<file path="config.mk">
export PLATFORM = sky130hd
export DESIGN_NAME = uiom_port_mux
export DESIGN_NICKNAME = d
export VERILOG_FILES = /design/src/common/uiom_pkg.sv /design/src/common/uiom_scl_if.sv /design/src/rtl/uiom_port_mux.sv /design/src/rtl/uiom_scl_gen.sv
export SDC_FILE = /design/constraint.sdc
export NUM_CORES = 1
export LEC_CHECK = 0
export ABC_AREA = 0
export BUFFER_PORTS_ARGS = -buffer_cell sky130_fd_sc_hd__buf_2
export CORE_ASPECT_RATIO = 0.6
export CORE_MARGIN = 8
export CORE_UTILIZATION = 47
export CTS_BUF_LIST = sky130_fd_sc_hd__clkbuf_4 sky130_fd_sc_hd__clkbuf_8 sky130_fd_sc_hd__clkbuf_16
export CTS_CLUSTER_SIZE = 12
export DETAILED_ROUTE_END_ITERATION = 6
export HOLD_SLACK_MARGIN = 0.02
export PLACE_DENSITY = 0.81
export SLEW_MARGIN = 20
export SYNTH_ARGS = -nofsm -noshare
export SYNTH_HDL_FRONTEND = slang
export SYNTH_HIERARCHICAL = 1
export SYNTH_SLANG_ARGS = --single-unit
</file>
<file path="constraint.sdc">
create_clock -name sys_clk_in -period 3.9 [get_ports sys_clk_in]
set_input_delay 0.39 -clock sys_clk_in [delete_from_list [all_inputs] [get_ports sys_clk_in]]
set_output_delay 0.39 -clock sys_clk_in [all_outputs]
set_load 0.005 [all_outputs]
</file>
<file path="src/common/uiom_pkg.sv">
// constants and types of the port and pin-function mux
package uiom_pkg;
	localparam int CLK_HZ            = 10_000_000;
	localparam int SAMPLE_PERIOD_US  = 1000;
	localparam int SAMPLE_CYCLES     = CLK_HZ / 1_000_000 * SAMPLE_PERIOD_US;
	localparam int PWR_SETTLE_NS     = 2000;
	localparam int PWR_SETTLE_CYCLES = (PWR_SETTLE_NS * (CLK_HZ / 1_000_000) + 999) / 1000;
	localparam int I2C_MIN_KBPS      = 10;
	localparam int I2C_MAX_KBPS      = 1000;
	localparam int I2C_HALF_W        = 10;
	localparam logic [9:0] I2C_HALF_MAX = 10'(CLK_HZ / (2 * 1000 * I2C_MIN_KBPS));
	localparam logic [9:0] I2C_HALF_MIN = 10'(CLK_HZ / (2 * 1000 * I2C_MAX_KBPS));
	localparam int PORT_W           = 32;
	localparam logic [31:0] PORT_RESET   = 32'hFFFF_FFFF;
	localparam logic [31:0] EXIST_NATIVE = 32'h8003_FFFF;
	localparam logic [31:0] EXIST_LEGACY = 32'h0002_FFFF;
	localparam int FIRST_PORT_LSB   = 0;
	localparam int SECOND_PORT_LSB  = 8;
	localparam int THIRD_PORT_LSB   = 16;
	localparam int FOURTH_PORT_BIT  = 31;
	localparam int PWR_BIT_NATIVE   = 31;
	localparam int PWR_BIT_LEGACY   = 17;
	localparam int SCL_BIT_NATIVE   = 17;
	localparam int SDA_BIT_NATIVE   = 16;
	localparam int SCL_BIT_LEGACY   = 1;
	localparam int SDA_BIT_LEGACY   = 2;
	localparam int DISP_ON_BIT      = 4;
	localparam int DISP_REG_SEL_BIT = 5;
	localparam int DISP_DATA_LSB    = 8;
	localparam int ADC_LSB          = 8;
	localparam int MTX_LSB          = 1;
	localparam int MTX_OE_BIT       = 3;
	localparam int DLED_BIT         = 1;
	localparam logic [1:0] IFACE_PINS = 2'h0;
	localparam logic [6:0] LEN_PORT   = 7'h04;
	localparam logic [6:0] LEN_SF     = 7'h40;
	localparam logic [2:0] EP_REPLY_BASE = 3'h2;
	localparam int ADC_RES_W        = 12;
	typedef enum logic [1:0] {ADC_SRC_PIN, ADC_SRC_REF, ADC_SRC_TEMP, ADC_SRC_SUPPLY} uiom_adc_src_t;
	typedef enum logic {PWR_SETTLE, PWR_RUN} uiom_pwr_t;
	typedef enum logic [1:0] {SCL_IDLE, SCL_LOW, SCL_RISE, SCL_HIGH} uiom_scl_ph_t;
endpackage

</file>
<file path="src/common/uiom_scl_if.sv">
// link between the mux and its two-wire clock generator
`timescale 1ns/10ps
`default_nettype none
interface uiom_scl_if;
	logic [9:0] half;
	logic       run;
	logic       scl_level;
	logic       sda_level;
	logic       sda_rel;
	logic       scl_low;
	logic       tick;
	modport gen (input half, run, scl_level, sda_level, sda_rel, output scl_low, tick);
	modport ctl (output half, run, scl_level, sda_level, sda_rel, input scl_low, tick);
endinterface
`default_nettype wire

</file>
<file path="src/rtl/uiom_port_mux.sv">
// port and pin-function mux of a HID general-purpose I/O controller
// Notes on behaviour
// - first port pins are port word bits 0 to 7.
// - second port pins are port word bits 8 to 15.
// - third port pins are bits 16 and 17; legacy lacks bit 16.
// - fourth port single pin, also power select, is bit 31; legacy has no bit 31 and takes power select from bit 17.
// - power select pin sampled before pull-ups on; high means 500 mA.
// - legacy samples its power pin with a brief pull-down; then normal I/O.
// - pins owned by an active function ignore generic port writes.
// - two-wire clock on third port upper pin, data on lower; legacy uses pins 1,2.
// - two-wire bit rate selectable from 10 to 1000 kbit/s.
// - two-wire clock waits for bus lines to settle before advancing.
// - display uses first port pins 4 to 7 and second port as data.
// - display power enable low while enabled, high when off or suspended.
// - ADC takes second port pins 0 to 3; only 0, 1, 2, 4 channels.
// - ADC gives 12-bit results; reference and temperature sensor selectable.
// - LED matrix uses first port pins 1 to 4 through shift registers.
// - matrix output enable released high in suspend; driver then blanks.
// - LED matrix and addressable LED chain never active together.
// - addressable LED chain driven from first port pin 1.
// - interface 0 pins, 1 special functions, 2 two-wire, 3 ADC.
// - pin writes are four-byte reports; function reports are 64 bytes.
// - input change queues a report on endpoint 1, sent on poll.
// - function replies go out on endpoints 2, 3 or 4.
// - pins sampled once per millisecond; owned pins report high.
// - suspend releases every pin high.
`timescale 1ns/10ps
`default_nettype none
module uiom_port_mux #(
	parameter bit LEGACY        = 1'b0,
	parameter int SAMPLE_CYCLES = uiom_pkg::SAMPLE_CYCLES
) (
	input  wire logic                            sys_clk_in,
	input  wire logic                            reset_in,
	input  wire logic [31:0]                     pin_level_in,
	output logic      [31:0]                     pin_out,
	output logic      [31:0]                     pin_oe_out,
	output logic                                 pull_up_en_out,
	output logic                                 pull_down_en_out,
	output logic                                 high_power_out,
	input  wire logic                            suspend_in,
	input  wire logic                            cmd_valid_in,
	input  wire logic [1:0]                      cmd_iface_in,
	input  wire logic [6:0]                      cmd_len_in,
	input  wire logic [31:0]                     cmd_word_in,
	output logic                                 cmd_refused_out,
	output logic      [2:0]                      sf_cmd_valid_out,
	input  wire logic                            i2c_en_in,
	input  wire logic [9:0]                      i2c_half_in,
	input  wire logic                            i2c_sda_low_in,
	output logic                                 i2c_bit_tick_out,
	input  wire logic                            lcd_en_in,
	input  wire logic [2:0]                      lcd_ctl_in,
	input  wire logic [7:0]                      display_data_bus_in,
	input  wire logic                            adc_en_in,
	input  wire logic [2:0]                      adc_chan_cnt_in,
	input  wire uiom_pkg::uiom_adc_src_t         adc_src_in,
	input  wire logic                            adc_done_in,
	input  wire logic [uiom_pkg::ADC_RES_W-1:0]  adc_raw_in,
	output logic                                 adc_cfg_err_out,
	output logic      [uiom_pkg::ADC_RES_W-1:0]  adc_result_out,
	output uiom_pkg::uiom_adc_src_t              adc_result_src_out,
	input  wire logic                            mtx_en_in,
	input  wire logic [3:0]                      mtx_pins_in,
	input  wire logic                            dled_en_in,
	input  wire logic                            dled_dout_in,
	output logic                                 led_conflict_out,
	input  wire logic                            ep1_poll_in,
	output logic                                 ep1_valid_out,
	output logic      [31:0]                     ep1_report_out,
	input  wire logic [2:0]                      sf_reply_valid_in,
	output logic      [2:0]                      sf_reply_ready_out,
	output logic                                 reply_valid_out,
	output logic      [2:0]                      reply_ep_out
);
	localparam int CNT_W   = $clog2(SAMPLE_CYCLES + 1);
	localparam int PWR_BIT = LEGACY ? uiom_pkg::PWR_BIT_LEGACY : uiom_pkg::PWR_BIT_NATIVE;
	localparam int SCL_BIT = LEGACY ? uiom_pkg::SCL_BIT_LEGACY : uiom_pkg::SCL_BIT_NATIVE;
	localparam int SDA_BIT = LEGACY ? uiom_pkg::SDA_BIT_LEGACY : uiom_pkg::SDA_BIT_NATIVE;
	localparam logic [31:0] EXIST = LEGACY ? uiom_pkg::EXIST_LEGACY : uiom_pkg::EXIST_NATIVE;

	typedef struct packed {
		uiom_pkg::uiom_pwr_t     pwr;
		logic [CNT_W-1:0]        cnt;
		logic                    hi_pwr;
		logic [31:0]             port;
		logic [31:0]             oe;
		logic [31:0]             owned;
		logic [31:0]             last;
		logic                    pend;
		logic                    ep1_v;
		logic [31:0]             ep1;
		logic                    refused;
		logic                    i2c;
		logic                    lcd;
		logic                    adc;
		logic                    mtx;
		logic                    dled;
		logic [2:0]              adc_n;
		logic                    adc_err;
		logic                    conflict;
		logic                    rep_v;
		logic [2:0]              rep_ep;
		logic [11:0]             adc_res;
		uiom_pkg::uiom_adc_src_t adc_src;
	} uiom_top_st_t;

	uiom_top_st_t st_r;
	uiom_top_st_t st_nxt;
	uiom_scl_if   sif ();

	function automatic logic [31:0] owned_mask(input logic i2c, input logic lcd, input logic adc,
		input logic mtx, input logic dled, input logic [2:0] an);
		logic [31:0] m;
		m = '0;
		if (i2c) begin
			m[SCL_BIT] = 1'b1;
			m[SDA_BIT] = 1'b1;
		end
		if (lcd) m[uiom_pkg::DISP_ON_BIT +: 12] = 12'hFFF;
		if (adc) m[uiom_pkg::ADC_LSB +: 4] = m[uiom_pkg::ADC_LSB +: 4] | ((4'h1 << an) - 4'h1);
		if (mtx) m[uiom_pkg::MTX_LSB +: 4] = 4'hF;
		if (dled) m[uiom_pkg::DLED_BIT] = 1'b1;
		return m;
	endfunction

	uiom_scl_gen u_scl (
		.sys_clk_in (sys_clk_in),
		.reset_in   (reset_in),
		.bus        (sif.gen)
	);

	logic run;
	logic tick;
	logic [31:0] smp;
	assign run  = st_r.pwr == uiom_pkg::PWR_RUN;
	assign tick = run && st_r.cnt == CNT_W'(SAMPLE_CYCLES - 1);
	assign smp  = (pin_level_in & ~st_r.owned) | st_r.owned | ~EXIST;

	// the clock generator stays clamped inside the supported rate range
	always_comb begin
		sif.half = i2c_half_in;
		if (i2c_half_in < uiom_pkg::I2C_HALF_MIN) sif.half = uiom_pkg::I2C_HALF_MIN;
		if (i2c_half_in > uiom_pkg::I2C_HALF_MAX) sif.half = uiom_pkg::I2C_HALF_MAX;
	end
	assign sif.run       = run && st_r.i2c && !suspend_in;
	assign sif.scl_level = pin_level_in[SCL_BIT];
	assign sif.sda_level = pin_level_in[SDA_BIT];
	assign sif.sda_rel   = !i2c_sda_low_in;

	always_comb begin
		logic [31:0] oe;
		logic [31:0] base;
		logic        wr;
		logic        len_ok;
		oe     = '0;
		base   = st_r.port;
		len_ok = cmd_len_in == (cmd_iface_in == uiom_pkg::IFACE_PINS ? uiom_pkg::LEN_PORT : uiom_pkg::LEN_SF);
		wr     = run && cmd_valid_in && len_ok && cmd_iface_in == uiom_pkg::IFACE_PINS;
		st_nxt         = st_r;
		st_nxt.ep1_v   = 1'b0;
		st_nxt.refused = run ? (cmd_valid_in && !len_ok) : cmd_valid_in;
		st_nxt.rep_v   = 1'b0;
		sf_cmd_valid_out   = '0;
		sf_reply_ready_out = '0;
		unique case (st_r.pwr)
			uiom_pkg::PWR_SETTLE: begin
				st_nxt.cnt = st_r.cnt + CNT_W'(1);
				if (st_r.cnt == CNT_W'(uiom_pkg::PWR_SETTLE_CYCLES - 1)) begin
					st_nxt.hi_pwr = pin_level_in[PWR_BIT];
					st_nxt.pwr    = uiom_pkg::PWR_RUN;
					st_nxt.cnt    = '0;
				end
			end
			uiom_pkg::PWR_RUN: begin
				st_nxt.cnt = tick ? '0 : st_r.cnt + CNT_W'(1);
				if (cmd_valid_in && len_ok && cmd_iface_in != uiom_pkg::IFACE_PINS) begin
					sf_cmd_valid_out[cmd_iface_in - 2'h1] = 1'b1;
				end
				st_nxt.i2c      = i2c_en_in;
				st_nxt.lcd      = lcd_en_in;
				st_nxt.adc      = adc_en_in;
				// a chain already running keeps its pins against a later matrix request
				st_nxt.mtx      = mtx_en_in && !(st_r.dled && dled_en_in);
				st_nxt.dled     = dled_en_in && !st_nxt.mtx;
				st_nxt.conflict = mtx_en_in && dled_en_in;
				st_nxt.adc_err  = 1'b1;
				if (adc_chan_cnt_in inside {3'h0, 3'h1, 3'h2, 3'h4}) begin
					st_nxt.adc_n   = adc_chan_cnt_in;
					st_nxt.adc_err = 1'b0;
				end
				if (adc_done_in && st_r.adc) begin
					st_nxt.adc_res = adc_raw_in;
					st_nxt.adc_src = adc_src_in;
				end
				if (wr) base = (cmd_word_in & ~st_r.owned) | (st_r.port & st_r.owned);
				st_nxt.owned = owned_mask(st_nxt.i2c, st_nxt.lcd, st_nxt.adc, st_nxt.mtx,
					st_nxt.dled, st_nxt.adc_n);
				// owned bits park at one, so a freed pin comes back released
				st_nxt.port = base | st_nxt.owned;
				oe = ~st_nxt.port & EXIST;
				if (st_nxt.i2c) begin
					oe[SCL_BIT] = sif.scl_low;
					oe[SDA_BIT] = i2c_sda_low_in;
				end
				if (st_nxt.lcd) begin
					oe[uiom_pkg::DISP_ON_BIT] = 1'b1;
					oe[uiom_pkg::DISP_REG_SEL_BIT +: 3] = ~lcd_ctl_in;
					oe[uiom_pkg::DISP_DATA_LSB +: 8] = ~display_data_bus_in;
				end
				if (st_nxt.adc) oe[uiom_pkg::ADC_LSB +: 4] = oe[uiom_pkg::ADC_LSB +: 4] & ~st_nxt.owned[uiom_pkg::ADC_LSB +: 4];
				if (st_nxt.mtx) oe[uiom_pkg::MTX_LSB +: 4] = ~mtx_pins_in;
				if (st_nxt.dled) oe[uiom_pkg::DLED_BIT] = !dled_dout_in;
				if (suspend_in) oe = '0;
				if (tick && smp != st_r.last) begin
					st_nxt.last = smp;
					st_nxt.pend = 1'b1;
				end
				if (ep1_poll_in && st_r.pend) begin
					st_nxt.ep1_v = 1'b1;
					st_nxt.ep1   = st_r.last;
					// a change seen in the same cycle stays queued
					st_nxt.pend  = tick && smp != st_r.last;
				end
				for (int i = 0; i < 3; i++) begin
					if (sf_reply_valid_in[i] && !st_nxt.rep_v) begin
						st_nxt.rep_v          = 1'b1;
						st_nxt.rep_ep         = uiom_pkg::EP_REPLY_BASE + 3'(i);
						sf_reply_ready_out[i] = 1'b1;
					end
				end
			end
		endcase
		st_nxt.oe = oe;
	end

	always_ff @(posedge sys_clk_in or posedge reset_in) begin
		if (reset_in) begin
			st_r         <= '0;
			st_r.pwr     <= uiom_pkg::PWR_SETTLE;
			st_r.port    <= uiom_pkg::PORT_RESET;
			st_r.last    <= uiom_pkg::PORT_RESET;
			st_r.adc_src <= uiom_pkg::ADC_SRC_PIN;
		end else begin
			st_r <= st_nxt;
		end
	end

	assign pin_out            = '0;
	assign pin_oe_out         = st_r.oe;
	assign pull_up_en_out     = run;
	assign pull_down_en_out   = LEGACY && !run;
	assign high_power_out     = st_r.hi_pwr;
	assign cmd_refused_out    = st_r.refused;
	assign i2c_bit_tick_out   = sif.tick;
	assign adc_cfg_err_out    = st_r.adc_err;
	assign adc_result_out     = st_r.adc_res;
	assign adc_result_src_out = st_r.adc_src;
	assign led_conflict_out   = st_r.conflict;
	assign ep1_valid_out      = st_r.ep1_v;
	assign ep1_report_out     = st_r.ep1;
	assign reply_valid_out    = st_r.rep_v;
	assign reply_ep_out       = st_r.rep_ep;
endmodule // uiom_port_mux
`default_nettype wire

</file>
<file path="src/rtl/uiom_scl_gen.sv">
// two-wire clock generator that waits for the bus lines to settle
`timescale 1ns/10ps
`default_nettype none
module uiom_scl_gen (
	input  wire logic      sys_clk_in,
	input  wire logic      reset_in,
	uiom_scl_if.gen        bus
);
	typedef struct packed {
		uiom_pkg::uiom_scl_ph_t ph;
		logic [9:0]             cnt;
		logic                   scl_low;
		logic                   tick;
	} uiom_scl_st_t;

	uiom_scl_st_t st_r;
	uiom_scl_st_t st_nxt;

	assign bus.scl_low = st_r.scl_low;
	assign bus.tick    = st_r.tick;

	always_comb begin
		st_nxt      = st_r;
		st_nxt.tick = 1'b0;
		unique case (st_r.ph)
			uiom_pkg::SCL_IDLE: begin
				st_nxt.scl_low = 1'b0;
				st_nxt.cnt     = '0;
				if (bus.run) begin
					st_nxt.ph      = uiom_pkg::SCL_LOW;
					st_nxt.scl_low = 1'b1;
				end
			end
			uiom_pkg::SCL_LOW: begin
				st_nxt.cnt = st_r.cnt + 10'h001;
				if (!bus.run) begin
					st_nxt.ph      = uiom_pkg::SCL_IDLE;
					st_nxt.scl_low = 1'b0;
				end else if (st_r.cnt >= bus.half - 10'h001) begin
					st_nxt.ph      = uiom_pkg::SCL_RISE;
					st_nxt.scl_low = 1'b0;
					st_nxt.cnt     = '0;
				end
			end
			uiom_pkg::SCL_RISE: begin
				// a slow edge stretches the cycle instead of corrupting it
				if (bus.scl_level && bus.sda_level == bus.sda_rel) begin
					st_nxt.ph = uiom_pkg::SCL_HIGH;
				end
			end
			uiom_pkg::SCL_HIGH: begin
				st_nxt.cnt = st_r.cnt + 10'h001;
				if (st_r.cnt >= bus.half - 10'h001) begin
					st_nxt.tick    = 1'b1;
					st_nxt.cnt     = '0;
					st_nxt.ph      = bus.run ? uiom_pkg::SCL_LOW : uiom_pkg::SCL_IDLE;
					st_nxt.scl_low = bus.run;
				end
			end
		endcase
	end

	always_ff @(posedge sys_clk_in or posedge reset_in) begin
		if (reset_in) begin
			st_r <= '{ph: uiom_pkg::SCL_IDLE, cnt: 10'h000, scl_low: 1'b0, tick: 1'b0};
		end else begin
			st_r <= st_nxt;
		end
	end
endmodule // uiom_scl_gen
`default_nettype wire

</file>
==> metrics.txt, run 1 <==
outcome=finished clean; Slew Viols, Final=0; top-area cell type share of the netlist area=32.4%; crit-path max FO=4; area leader, netlist=dfrtp_1; CTS resizes=0; DRC Markers=0; Hold Fails Final Rpt=0; Num CTS Buffers=17; Worst Tran Pin Value=1.06 ns; final setup TNS=0 ns; root buf cell=clkbuf_16; IO Count=259; final worst-path cycle share=83.3%; Synth Warn #=6; cell row count=37; Finish-stage setup viols=0; Clk Latency, worst-skew pair=0.41 ns; first-pass GRT wire length=33000 µm; Via density=5.09; n_diodes=0; Post-CTS Setup Inserts=0; die area=0.0220 mm²; PortBufs=186; EDFF count, synth=0; synthesized flop and latch total=144; drt first-iter violations=457; RSZ-0062 raised after global routing=false; Die X=186 µm; register area share after synthesis=44.6%; crit path DAT=3.54 ns; R2R Setup Slk=1.27 ns; vias in the first global route=6093; Worst Setup Start Kind=input port; setup slack after layout=0.651 ns; Routed WL per cell=16.7 µm; Reg-to-Reg Start=st_r[110]; first-pass iteration count of the detailed router=5; Cells after DPL=1161; Cells after Synth=826; Finished Layout Cells=1193; Layout fillers=1560; gp weighted congestion=0.874; all-layer global routing usage=18.1%; layout cells sized above 1=35.5%; CTS tree=yes; ys async rst share=100%; core area=0.0171 mm²; Cell Pwr Density=396 mW/mm²; Setup crit end kind=flip-flop; FF-to-FF End=st_r[78]; Syn Area/Cell=9.91 µm²; worst-case clock buffer depth=2; Worst Path Required=4.19 ns; worst vdd ir=250 µV; Total Power=3.67 mW; Max-cap violations=0; Register Area=0.00365 mm²; # hold bufs at CTS=0; DP HPWL=15200 µm; placed cell area=0.00869 mm²; area of the multi-input gates=0.00364 mm²; antenna-violating nets left=0; Worst Hold Class=in -> async; min Tclk post-route=3.25 ns; Clock transition at path regs=0.06 ns; Clock Skew=0.0131 ns; detailed-route wire length=19900 µm; DR vias=6077; Overflow after GRT=0; Fmax=0.308 GHz; P_leak=4.28 nW; Synth cell types=71; fin area=0.00927 mm²; Synth area leaders=dfrtp_1, dfstp_2, buf_4, mux2_2, nor2_1; R2R cell count=7; Die Ht=118 µm; Synth-to-Final Area Change=13.3%; H-tree Lvls=4; largest net degree at the start of global routing=103; # clock sinks=144; CP Class=in -> reg; worst slack, placed=0.269 ns; Main synth FF type=dfrtp_1; NumNets Final=1091; Starting Density=47.9%; synthesized area=0.00819 mm²; Slew headroom=28.9%; initial antenna violation count=0
[cell usage in the layout, fill, tap and decap left out, types with 19 or more instances in the layout]
| cell | n |
|---|---|
| buf_2 | 186 |
| dfrtp_1 | 105 |
| nor2_1 | 83 |
| a21oi_1 | 49 |
| conb_1 | 47 |
| mux2_2 | 46 |
| nand2_1 | 44 |
| dfstp_2 | 38 |
| o21ai_0 | 28 |
| inv_1 | 20 |
| xor2_1 | 20 |
| xnor2_1 | 19 |
[synth_stat cells (all sizes together), types with 3 or more instances]
cell type,count
nand4,8
ha,14
nor3,18
buf,121
mux2i,5
or4,5
a41oi,3
xnor2,19
dfrtp,106
clkbuf,21
nand3,18
and2,3
o22a,9
nor2b,11
nor3b,6
a21o,4
o22ai,8
o31ai,10
a21oi,49
mux2,46
nand2,44
nor4,7
nand2b,10
inv,21
o211ai,3
dfstp,38
o21ai,32
or3,11
xor2,20
and3,5
o21a,18
a211oi,4
nor2,84
a211o,3
or2,13
[worst max-delay path: stages]
cell and delay, ns:
buf_2 0.10, o21ai_0 0.15, nand2b_1 0.10, a211oi_1 0.29, nand2b_1 0.18, or4_4 0.45
nor3_1 0.21, nand2_1 0.10, xor2_1 0.16, ha_1 0.31, a21oi_1 0.21, o21ai_0 0.16
o31ai_2 0.35, mux2_2 0.37
[per-layer routing]
layer  share of wire [%]  vias up  GRT usage, %
met4                0.40        0          3.98
met3                 6.9        6          5.87
met2                  44      179          27.3
met1                  49     2930          25.1
li1                    -     2962             -
met5                   0        -             0
[kinds of logic (layout without fill, tap and decap cells)]
logic type / after synthesis / count (layout) / share of synthesized area, %
other: 1 / 47 / 0.0458
AOI/OAI and AO/OA: 160 / 160 / 12.7
buffers and inverters: 163 / 250 / 13.0
muxes: 51 / 51 / 6.94
xor gates and xnor gates: 39 / 39 / 4.17
and+or+nand+nor: 254 / 254 / 16.4
adders and majority gates: 14 / 14 / 2.14
DFF: 144 / 144 / 44.6
[worst max-delay path by stage]
| stage | startpoint | endpoint | cells past startpoint |
|---|---|---|---|
| 6_report | i2c_half_in[1] | flip-flop | 14 |
| 3_3_place_gp | i2c_half_in[1] | flip-flop | 14 |
| 5_1_grt | i2c_half_in[8] | u_scl/st_r[5] | 14 |
| 3_5_place_dp | i2c_half_in[1] | flip-flop | 14 |
| 4_1_cts | i2c_half_in[1] | flip-flop | 14 |
| 2_1_floorplan | reset_in | adc_cfg_err_out | 1 |
[final cells by class]
class / instances / area share, %
inverters: 21 / 0.904
clock buffers: 18 / 4.74
multi-input cells: 565 / 39.3
clock inverters: 14 / 1.57
well taps: 234 / 3.16
repair buffers: 197 / 10.9
flip-flops and latches: 144 / 39.4
[per-stage QoR]
stage | utilization [%] | hold WS, ns
final | 54.3 | 0.0576
after global routing | 54.3 | 0.104
after CTS | 54.3 | 0.0561
after detailed placement | 50.9 | 0.477
after global placement | 50.9 | 0.464
after floorplan | - | 0.279
[state kept, by name, summed over array words and instances, names as in the netlist, named ones only]
register	flops
pull_up_en_out	1
u_scl/bus.scl_low	1
adc_result_out	12
ep1_report_out	20
reply_valid_out	1
reply_ep_out	3
ep1_valid_out	1
u_scl/bus.tick	1
st_r	67
cmd_refused_out	1
adc_cfg_err_out	1
pin_oe_out	19
led_conflict_out	1
high_power_out	1
u_scl/st_r	11
adc_result_src_out	2
[power breakdown]
| part | switching [mW] | internal [mW] | total, mW |
|---|---|---|---|
| sequential | 0.0633 | 1.59 | 1.65 |
| clock | 0.681 | 0.918 | 1.60 |
| combinational | 0.220 | 0.200 | 0.420 |
Power figures use the tool's default switching activity.
==> run 2: changes to the inputs <==
--- a/config.mk
+++ b/config.mk
@@ -5,16 +5,16 @@
 export SDC_FILE = /design/constraint.sdc
 export NUM_CORES = 1
 export LEC_CHECK = 0
-export ABC_AREA = 0
+export ABC_AREA = 1
 export BUFFER_PORTS_ARGS = -buffer_cell sky130_fd_sc_hd__buf_2
 export CORE_ASPECT_RATIO = 0.6
 export CORE_MARGIN = 8
-export CORE_UTILIZATION = 47
+export CORE_UTILIZATION = 52
 export CTS_BUF_LIST = sky130_fd_sc_hd__clkbuf_4 sky130_fd_sc_hd__clkbuf_8 sky130_fd_sc_hd__clkbuf_16
 export CTS_CLUSTER_SIZE = 12
 export DETAILED_ROUTE_END_ITERATION = 6
 export HOLD_SLACK_MARGIN = 0.02
-export PLACE_DENSITY = 0.81
+export PLACE_DENSITY = 0.85
 export SLEW_MARGIN = 20
 export SYNTH_ARGS = -nofsm -noshare
 export SYNTH_HDL_FRONTEND = slang
==> constraint.sdc (replaced) <==
create_clock -name sys_clk_in -period 3.2 [get_ports sys_clk_in]
set_input_delay 0.32 -clock sys_clk_in [delete_from_list [all_inputs] [get_ports sys_clk_in]]
set_output_delay 0.32 -clock sys_clk_in [all_outputs]
set_load 0.005 [all_outputs]
==> metrics.txt, run 2 <==
worst-case clock buffer depth=2; gp weighted congestion=0.908; Slew Viols, Final=0; Clock Skew=0.00995 ns; crit-path max FO=10; P_leak=5.09 nW; Hold Path End=pin_oe_out[0]; Synth top cells by count=nand2_1, buf_4, inv_1; DP HPWL=15700 µm; area leader, netlist=dfrtp_1; Setup crit end kind=flip-flop; Worst Tran Pin Value=0.792 ns; H-tree Lvls=4; DRC Markers=0; all-layer global routing usage=20.1%; Cell Pwr Density=483 mW/mm²; antenna-violating nets left=0; Clk Latency, worst-skew pair=0.42 ns; synthesized flop and latch total=144; outcome=finished clean; NumNets Final=1308; Worst Path Required=3.51 ns; Overflow after GRT=0; DR vias=6977; cell family with most CP delay=simple AND/OR/NAND/NOR gates; Synth area leaders=dfrtp_1, nand2_1, dfstp_2, buf_4, inv_1; Cells after Synth=1044; placed cell area=0.00879 mm²; Routed WL per cell=15.1 µm; Worst Setup Start Kind=input port; min Tclk post-route=2.80 ns; Register Area=0.00365 mm²; Finish-stage setup viols=0; most frequent cells in the layout=nand2_1, buf_2, inv_1; core area=0.0159 mm²; Layout fillers=1423; Hold Crit Start=suspend_in; Die Ht=114 µm; area of the multi-input gates=0.00345 mm²; Max-cap violations=0; Slew headroom=47.0%; detailed-route wire length=20900 µm; die area=0.0205 mm²; Synth Warn #=6; Syn Area/Cell=7.99 µm²; Synth cell types=42; layout cells sized above 1=26.3%; worst-path cell chain=buf_2 > nor2_1 > nor2_1 > nor2_1 > inv_1 > a21oi_1 > inv_1 > a21oi_1 > inv_1 > ha_1 > nand2_1 > nor2_1 > nand2_1 > xnor2_1 > inv_1 > ha_1 > nand2_1 > nor2_1 > nand3_1 > nand3_2 > nand2_4 > nand3_1 > nand2_1; register area share after synthesis=43.8%; synthesized area=0.00834 mm²; Die X=180 µm; Via density=5.03; drt first-iter violations=670; Hold Fails Final Rpt=0; CTS tree=yes; R2R Setup Slk=0.47 ns; final worst-path cycle share=87.5%; fin area=0.00942 mm²; R2R cell count=11; # clock sinks=144; RSZ-0062 raised after global routing=false; worst vdd ir=236 µV; FF-to-FF End=u_scl/st_r[12]; vias in the first global route=6773; CP max stage delay=0.31 ns; CP dominant cell by count=nor2_1; first-pass GRT wire length=33700 µm; flip-flop count of the largest register after layout=67; IO Count=259; Starting Density=52.3%; initial antenna violation count=1; Clock transition at path regs=0.06 ns; WHS Path Cells=2; Main synth FF type=dfrtp_1; critical path's slowest cell=a21oi_1; commonest non-fill, non-tap cell in the layout=nand2_1; CTS resizes=0; final setup TNS=0 ns; Num CTS Buffers=17; ys async rst share=100%; crit path DAT=3.10 ns; Synth-to-Final Area Change=12.9%; Critical path origin=i2c_half_in[1]; # hold bufs at CTS=1; CP bufs+invs=5; CP Class=in -> reg; cell row count=36; most common cell in the synthesized netlist=nand2_1; Total Power=4.55 mW; top-area cell type share of the netlist area=31.8%; Post-CTS Setup Inserts=0; Worst Hold Class=in -> reg; first-pass iteration count of the detailed router=5; Fmax=0.357 GHz; PortBufs=186; EDFF count, synth=0; most flop-heavy register=st_r; largest net degree at the start of global routing=83; Reg-to-Reg Start=pull_up_en_out; root buf cell=clkbuf_16
==> run 2: cell count changes in the layout (fill, tap and decap cells not counted), moves of 8 or more <==
cell and delta:
a21oi_1 -20, nand2_1 +233, o21a_1 -17, nand3_1 +51, inv_1 +86, xnor2_1 -10, mux2_2 -31, o21ai_0 +21
nand3b_1 +15, nor2b_1 -11, or3_1 -11, nand2b_1 -9, o31ai_1 -8, o22a_1 -9
==> run 2: kinds of logic after synthesis <==
logic type      Yosys count  share of synthesized area (%)
xor+xnor                 33                           3.46
compound gates           88                           5.47
mux                      15                           2.02
other cells               1                         0.0449
flops                   144                           43.8
simple gates            498                           26.1
fa+ha+maj                14                           2.10
buf+inv                 251                           17.1
==> run 2: through the flow <==
stage	util [%]	hold slack (ns)	worst slack (ns)	std cells
6_report	59.1	0.0893	0.401	1386
5_1_grt	59.1	0.0893	0.148	1386
4_1_cts	59.1	0.0784	0.451	1385
3_5_place_dp	55.1	0.439	0.0102	1352
3_3_place_gp	55.1	0.410	0.146	1352
2_1_floorplan	-	0.209	0.534	1090
==> run 2: worst max-delay path by stage <==
stage,end,cells past startpoint,slack [ns]
2_1_floorplan,u_scl/st_r[5],22,0.53
3_3_place_gp,u_scl/st_r[12],23,0.15
3_5_place_dp,u_scl/st_r[10],23,0.01
4_1_cts,u_scl/st_r[11],23,0.45
5_1_grt,u_scl/st_r[12],23,0.15
6_report,u_scl/st_r[10],23,0.40
==> run 2: worst reg2reg max path, cell delays in order (launching register included) <==
cell     delay, ns
dfrtp_2       0.56
inv_1         0.10
buf_4         0.24
nor2_1        0.36
inv_1         0.39
nor2_1        0.40
nor2_1        0.10
nor2_1        0.12
nand4_1       0.15
nand2_1       0.13
nand2_1       0.07
nand2_1       0.07
==> run 2: power breakdown <==
group	switching [mW]	internal (mW)
sequential	0.0854	1.90
clock	0.822	1.27
combinational	0.274	0.196
total	1.18	3.37
==> run 2: layout make-up <==
cell class                 count  area share, %
antenna                        1         0.0266
multi-input combinational    695           36.6
sequential                   144           38.8
tap                          209           2.77
inverter                     109           4.38
clock inverter                13           1.87
clock buffer                  19           4.74
timing repair buffer         196           10.8
==> run 2: layer usage <==
metal  track usage (%)  up-vias  share of wire, %
met5                 0        -                 0
met4              6.47        0               1.2
met3              5.54       24               8.8
met2              31.3      319                46
met1              26.8     3267                44
li1                  -     3367                 -
==> run 3: changes to the inputs <==
--- a/config.mk
+++ b/config.mk
@@ -5,7 +5,6 @@
 export SDC_FILE = /design/constraint.sdc
 export NUM_CORES = 1
 export LEC_CHECK = 0
-export ABC_AREA = 1
 export BUFFER_PORTS_ARGS = -buffer_cell sky130_fd_sc_hd__buf_2
 export CORE_ASPECT_RATIO = 0.6
 export CORE_MARGIN = 8
==> metrics.txt, run 3 (synthesis gave the netlist of run 1 again) <==
outcome=finished clean; Starting Density=53.3%; Num CTS Buffers=17; DRC Markers=0; DP HPWL=15400 µm; Slew Viols, Final=0; initial antenna violation count=1; P_leak=4.41 nW; top routing layer used=met5; die area=0.0201 mm²; NumNets Final=1107; Comb power frac=11.2%; Die X=178 µm; switching part of the total power=23.2%; layout cells sized above 1=36.8%; Layout fillers=1297; flip-flop count of the largest register after layout=67; worst-case clock buffer depth=2; fin area=0.00949 mm²; worst hold slack=0.0923 ns; PortBufs=186; Worst Tran Pin Value=0.930 ns; crit path DAT=3.38 ns; critical path's slowest cell=or4_1; Seq pwr share=42.2%; drt first-iter violations=479; detailed-route wire length=20400 µm; NetSw=1.11 mW; Clk Latency, worst-skew pair=0.41 ns; Cells after DPL=1143; most flop-heavy register=st_r; largest net degree at the start of global routing=60; first-pass GRT wire length=32400 µm; CTS tree=yes; Synth-to-Final Area Change=15.9%; CP max stage delay=0.55 ns; Finished Layout Cells=1178; Finish-stage setup viols=0; worst slack, placed=-0.474 ns; CP bufs+invs=4; Max-cap violations=0; power share of the clock group=46.6%; vias in the first global route=6172; cell-internal power=3.66 mW; Cell Pwr Density=502 mW/mm²; Worst Setup Start Kind=input port; IO Count=259; # clock sinks=144; worst-path cell chain=buf_2 > or4_1 > nor3_2 > a211oi_2 > and2_1 > inv_1 > ha_1 > buf_4 > inv_1 > nor2_1 > xnor2_1 > ha_1 > nand4_1 > nor4b_2 > o31ai_2 > mux2_2; Setup crit end kind=flip-flop; cell row count=35; wl on met1=9260 µm; CP Class=in -> reg; min Tclk post-route=3.08 ns; first-pass iteration count of the detailed router=4; Via density=5.29; final setup TNS=0 ns; all-layer global routing usage=19.8%; Overflow after GRT=0; core area=0.0154 mm²; antenna-violating nets left=0; metal3 WL=1480 µm; Worst Hold Class=in -> reg; Slew headroom=37.9%; commonest non-fill, non-tap cell in the layout=buf_2; Die Ht=113 µm; most frequent cells in the layout=buf_2, dfrtp_1, nor2_1; crit-path max FO=5; Hold Fails Final Rpt=0; metal2 WL=9490 µm; Clock transition at path regs=0.07 ns; Worst Path Required=3.49 ns; root buf cell=clkbuf_16; cell family with most CP delay=simple AND/OR/NAND/NOR gates; Routed WL per cell=17.3 µm; n_diodes=0; setup slack after layout=0.116 ns; DR vias=6229; Fmax=0.324 GHz; final worst-path cycle share=96.4%; placed cell area=0.00876 mm²; gp weighted congestion=0.887; Clock Skew=0.0125 ns; worst vdd ir=331 µV; H-tree Lvls=4
run 3: cell type report:
class | count | area [µm²] | share of cell area [%]
tap | 203 | 254 | 2.68
inverter | 21 | 82.6 | 0.870
timing repair buffer | 213 | 1160 | 12.2
clock buffer | 23 | 483 | 5.09
clock inverter | 9 | 181 | 1.91
multi-input combinational | 565 | 3670 | 38.7
sequential | 144 | 3650 | 38.5
run 3: routing by layer:
| metal | GRT usage (%) | vias up |
|---|---|---|
| met4 | 3.93 | 2 |
| met5 | 0 | - |
| met1 | 27.3 | 2987 |
| met2 | 31.3 | 228 |
| met3 | 4.86 | 22 |
| li1 | - | 2990 |
run 3: final timing paths:
| kind | startpoint | to | slack [ns] | cells past startpoint |
|---|---|---|---|---|
| worst max-delay path | i2c_half_in[8] | flip-flop | 0.12 | 16 |
| min in group asynchronous | reset_in | asynchronous set/reset pin | 0.54 | 3 |
| worst min-delay path | display_data_bus_in[0] | pin_oe_out[8] | 0.09 | 2 |
| worst max register to register | st_r[192] | st_r[64] | 0.65 | 7 |
| max in group asynchronous | reset_in | st_r[75] | 1.70 | 4 |
| worst min register to register | st_r[192] | st_r[192] | 0.49 | 1 |
run 3: timing repair:
item | in CTS | in global routing
hold buffers | 1 | 0
endpoints found under the hold margin | 14 | 0
resized for setup | 1 | 5
setup buffers | 0 | 2
setup endpoints to repair | 4 | 14
pin swaps | 0 | 4
run 3: metrics by stage:
stage                     power (mW)  util (%)
after global placement          2.55      57.0
after detailed placement        2.57      57.0
after CTS                       4.81      61.4
after global routing            4.97      61.7
after floorplan                 2.45         -
final                           4.76      61.7
run 3: power groups by stage:
stage | registers, mW | logic (mW) | clock network (mW)
5_1_grt | 2.02 | 0.596 | 2.35
2_1_floorplan | 2.02 | 0.437 | 0
6_report | 2.01 | 0.534 | 2.22
3_3_place_gp | 2.03 | 0.515 | 0
3_5_place_dp | 2.04 | 0.528 | 0
4_1_cts | 2.01 | 0.532 | 2.27
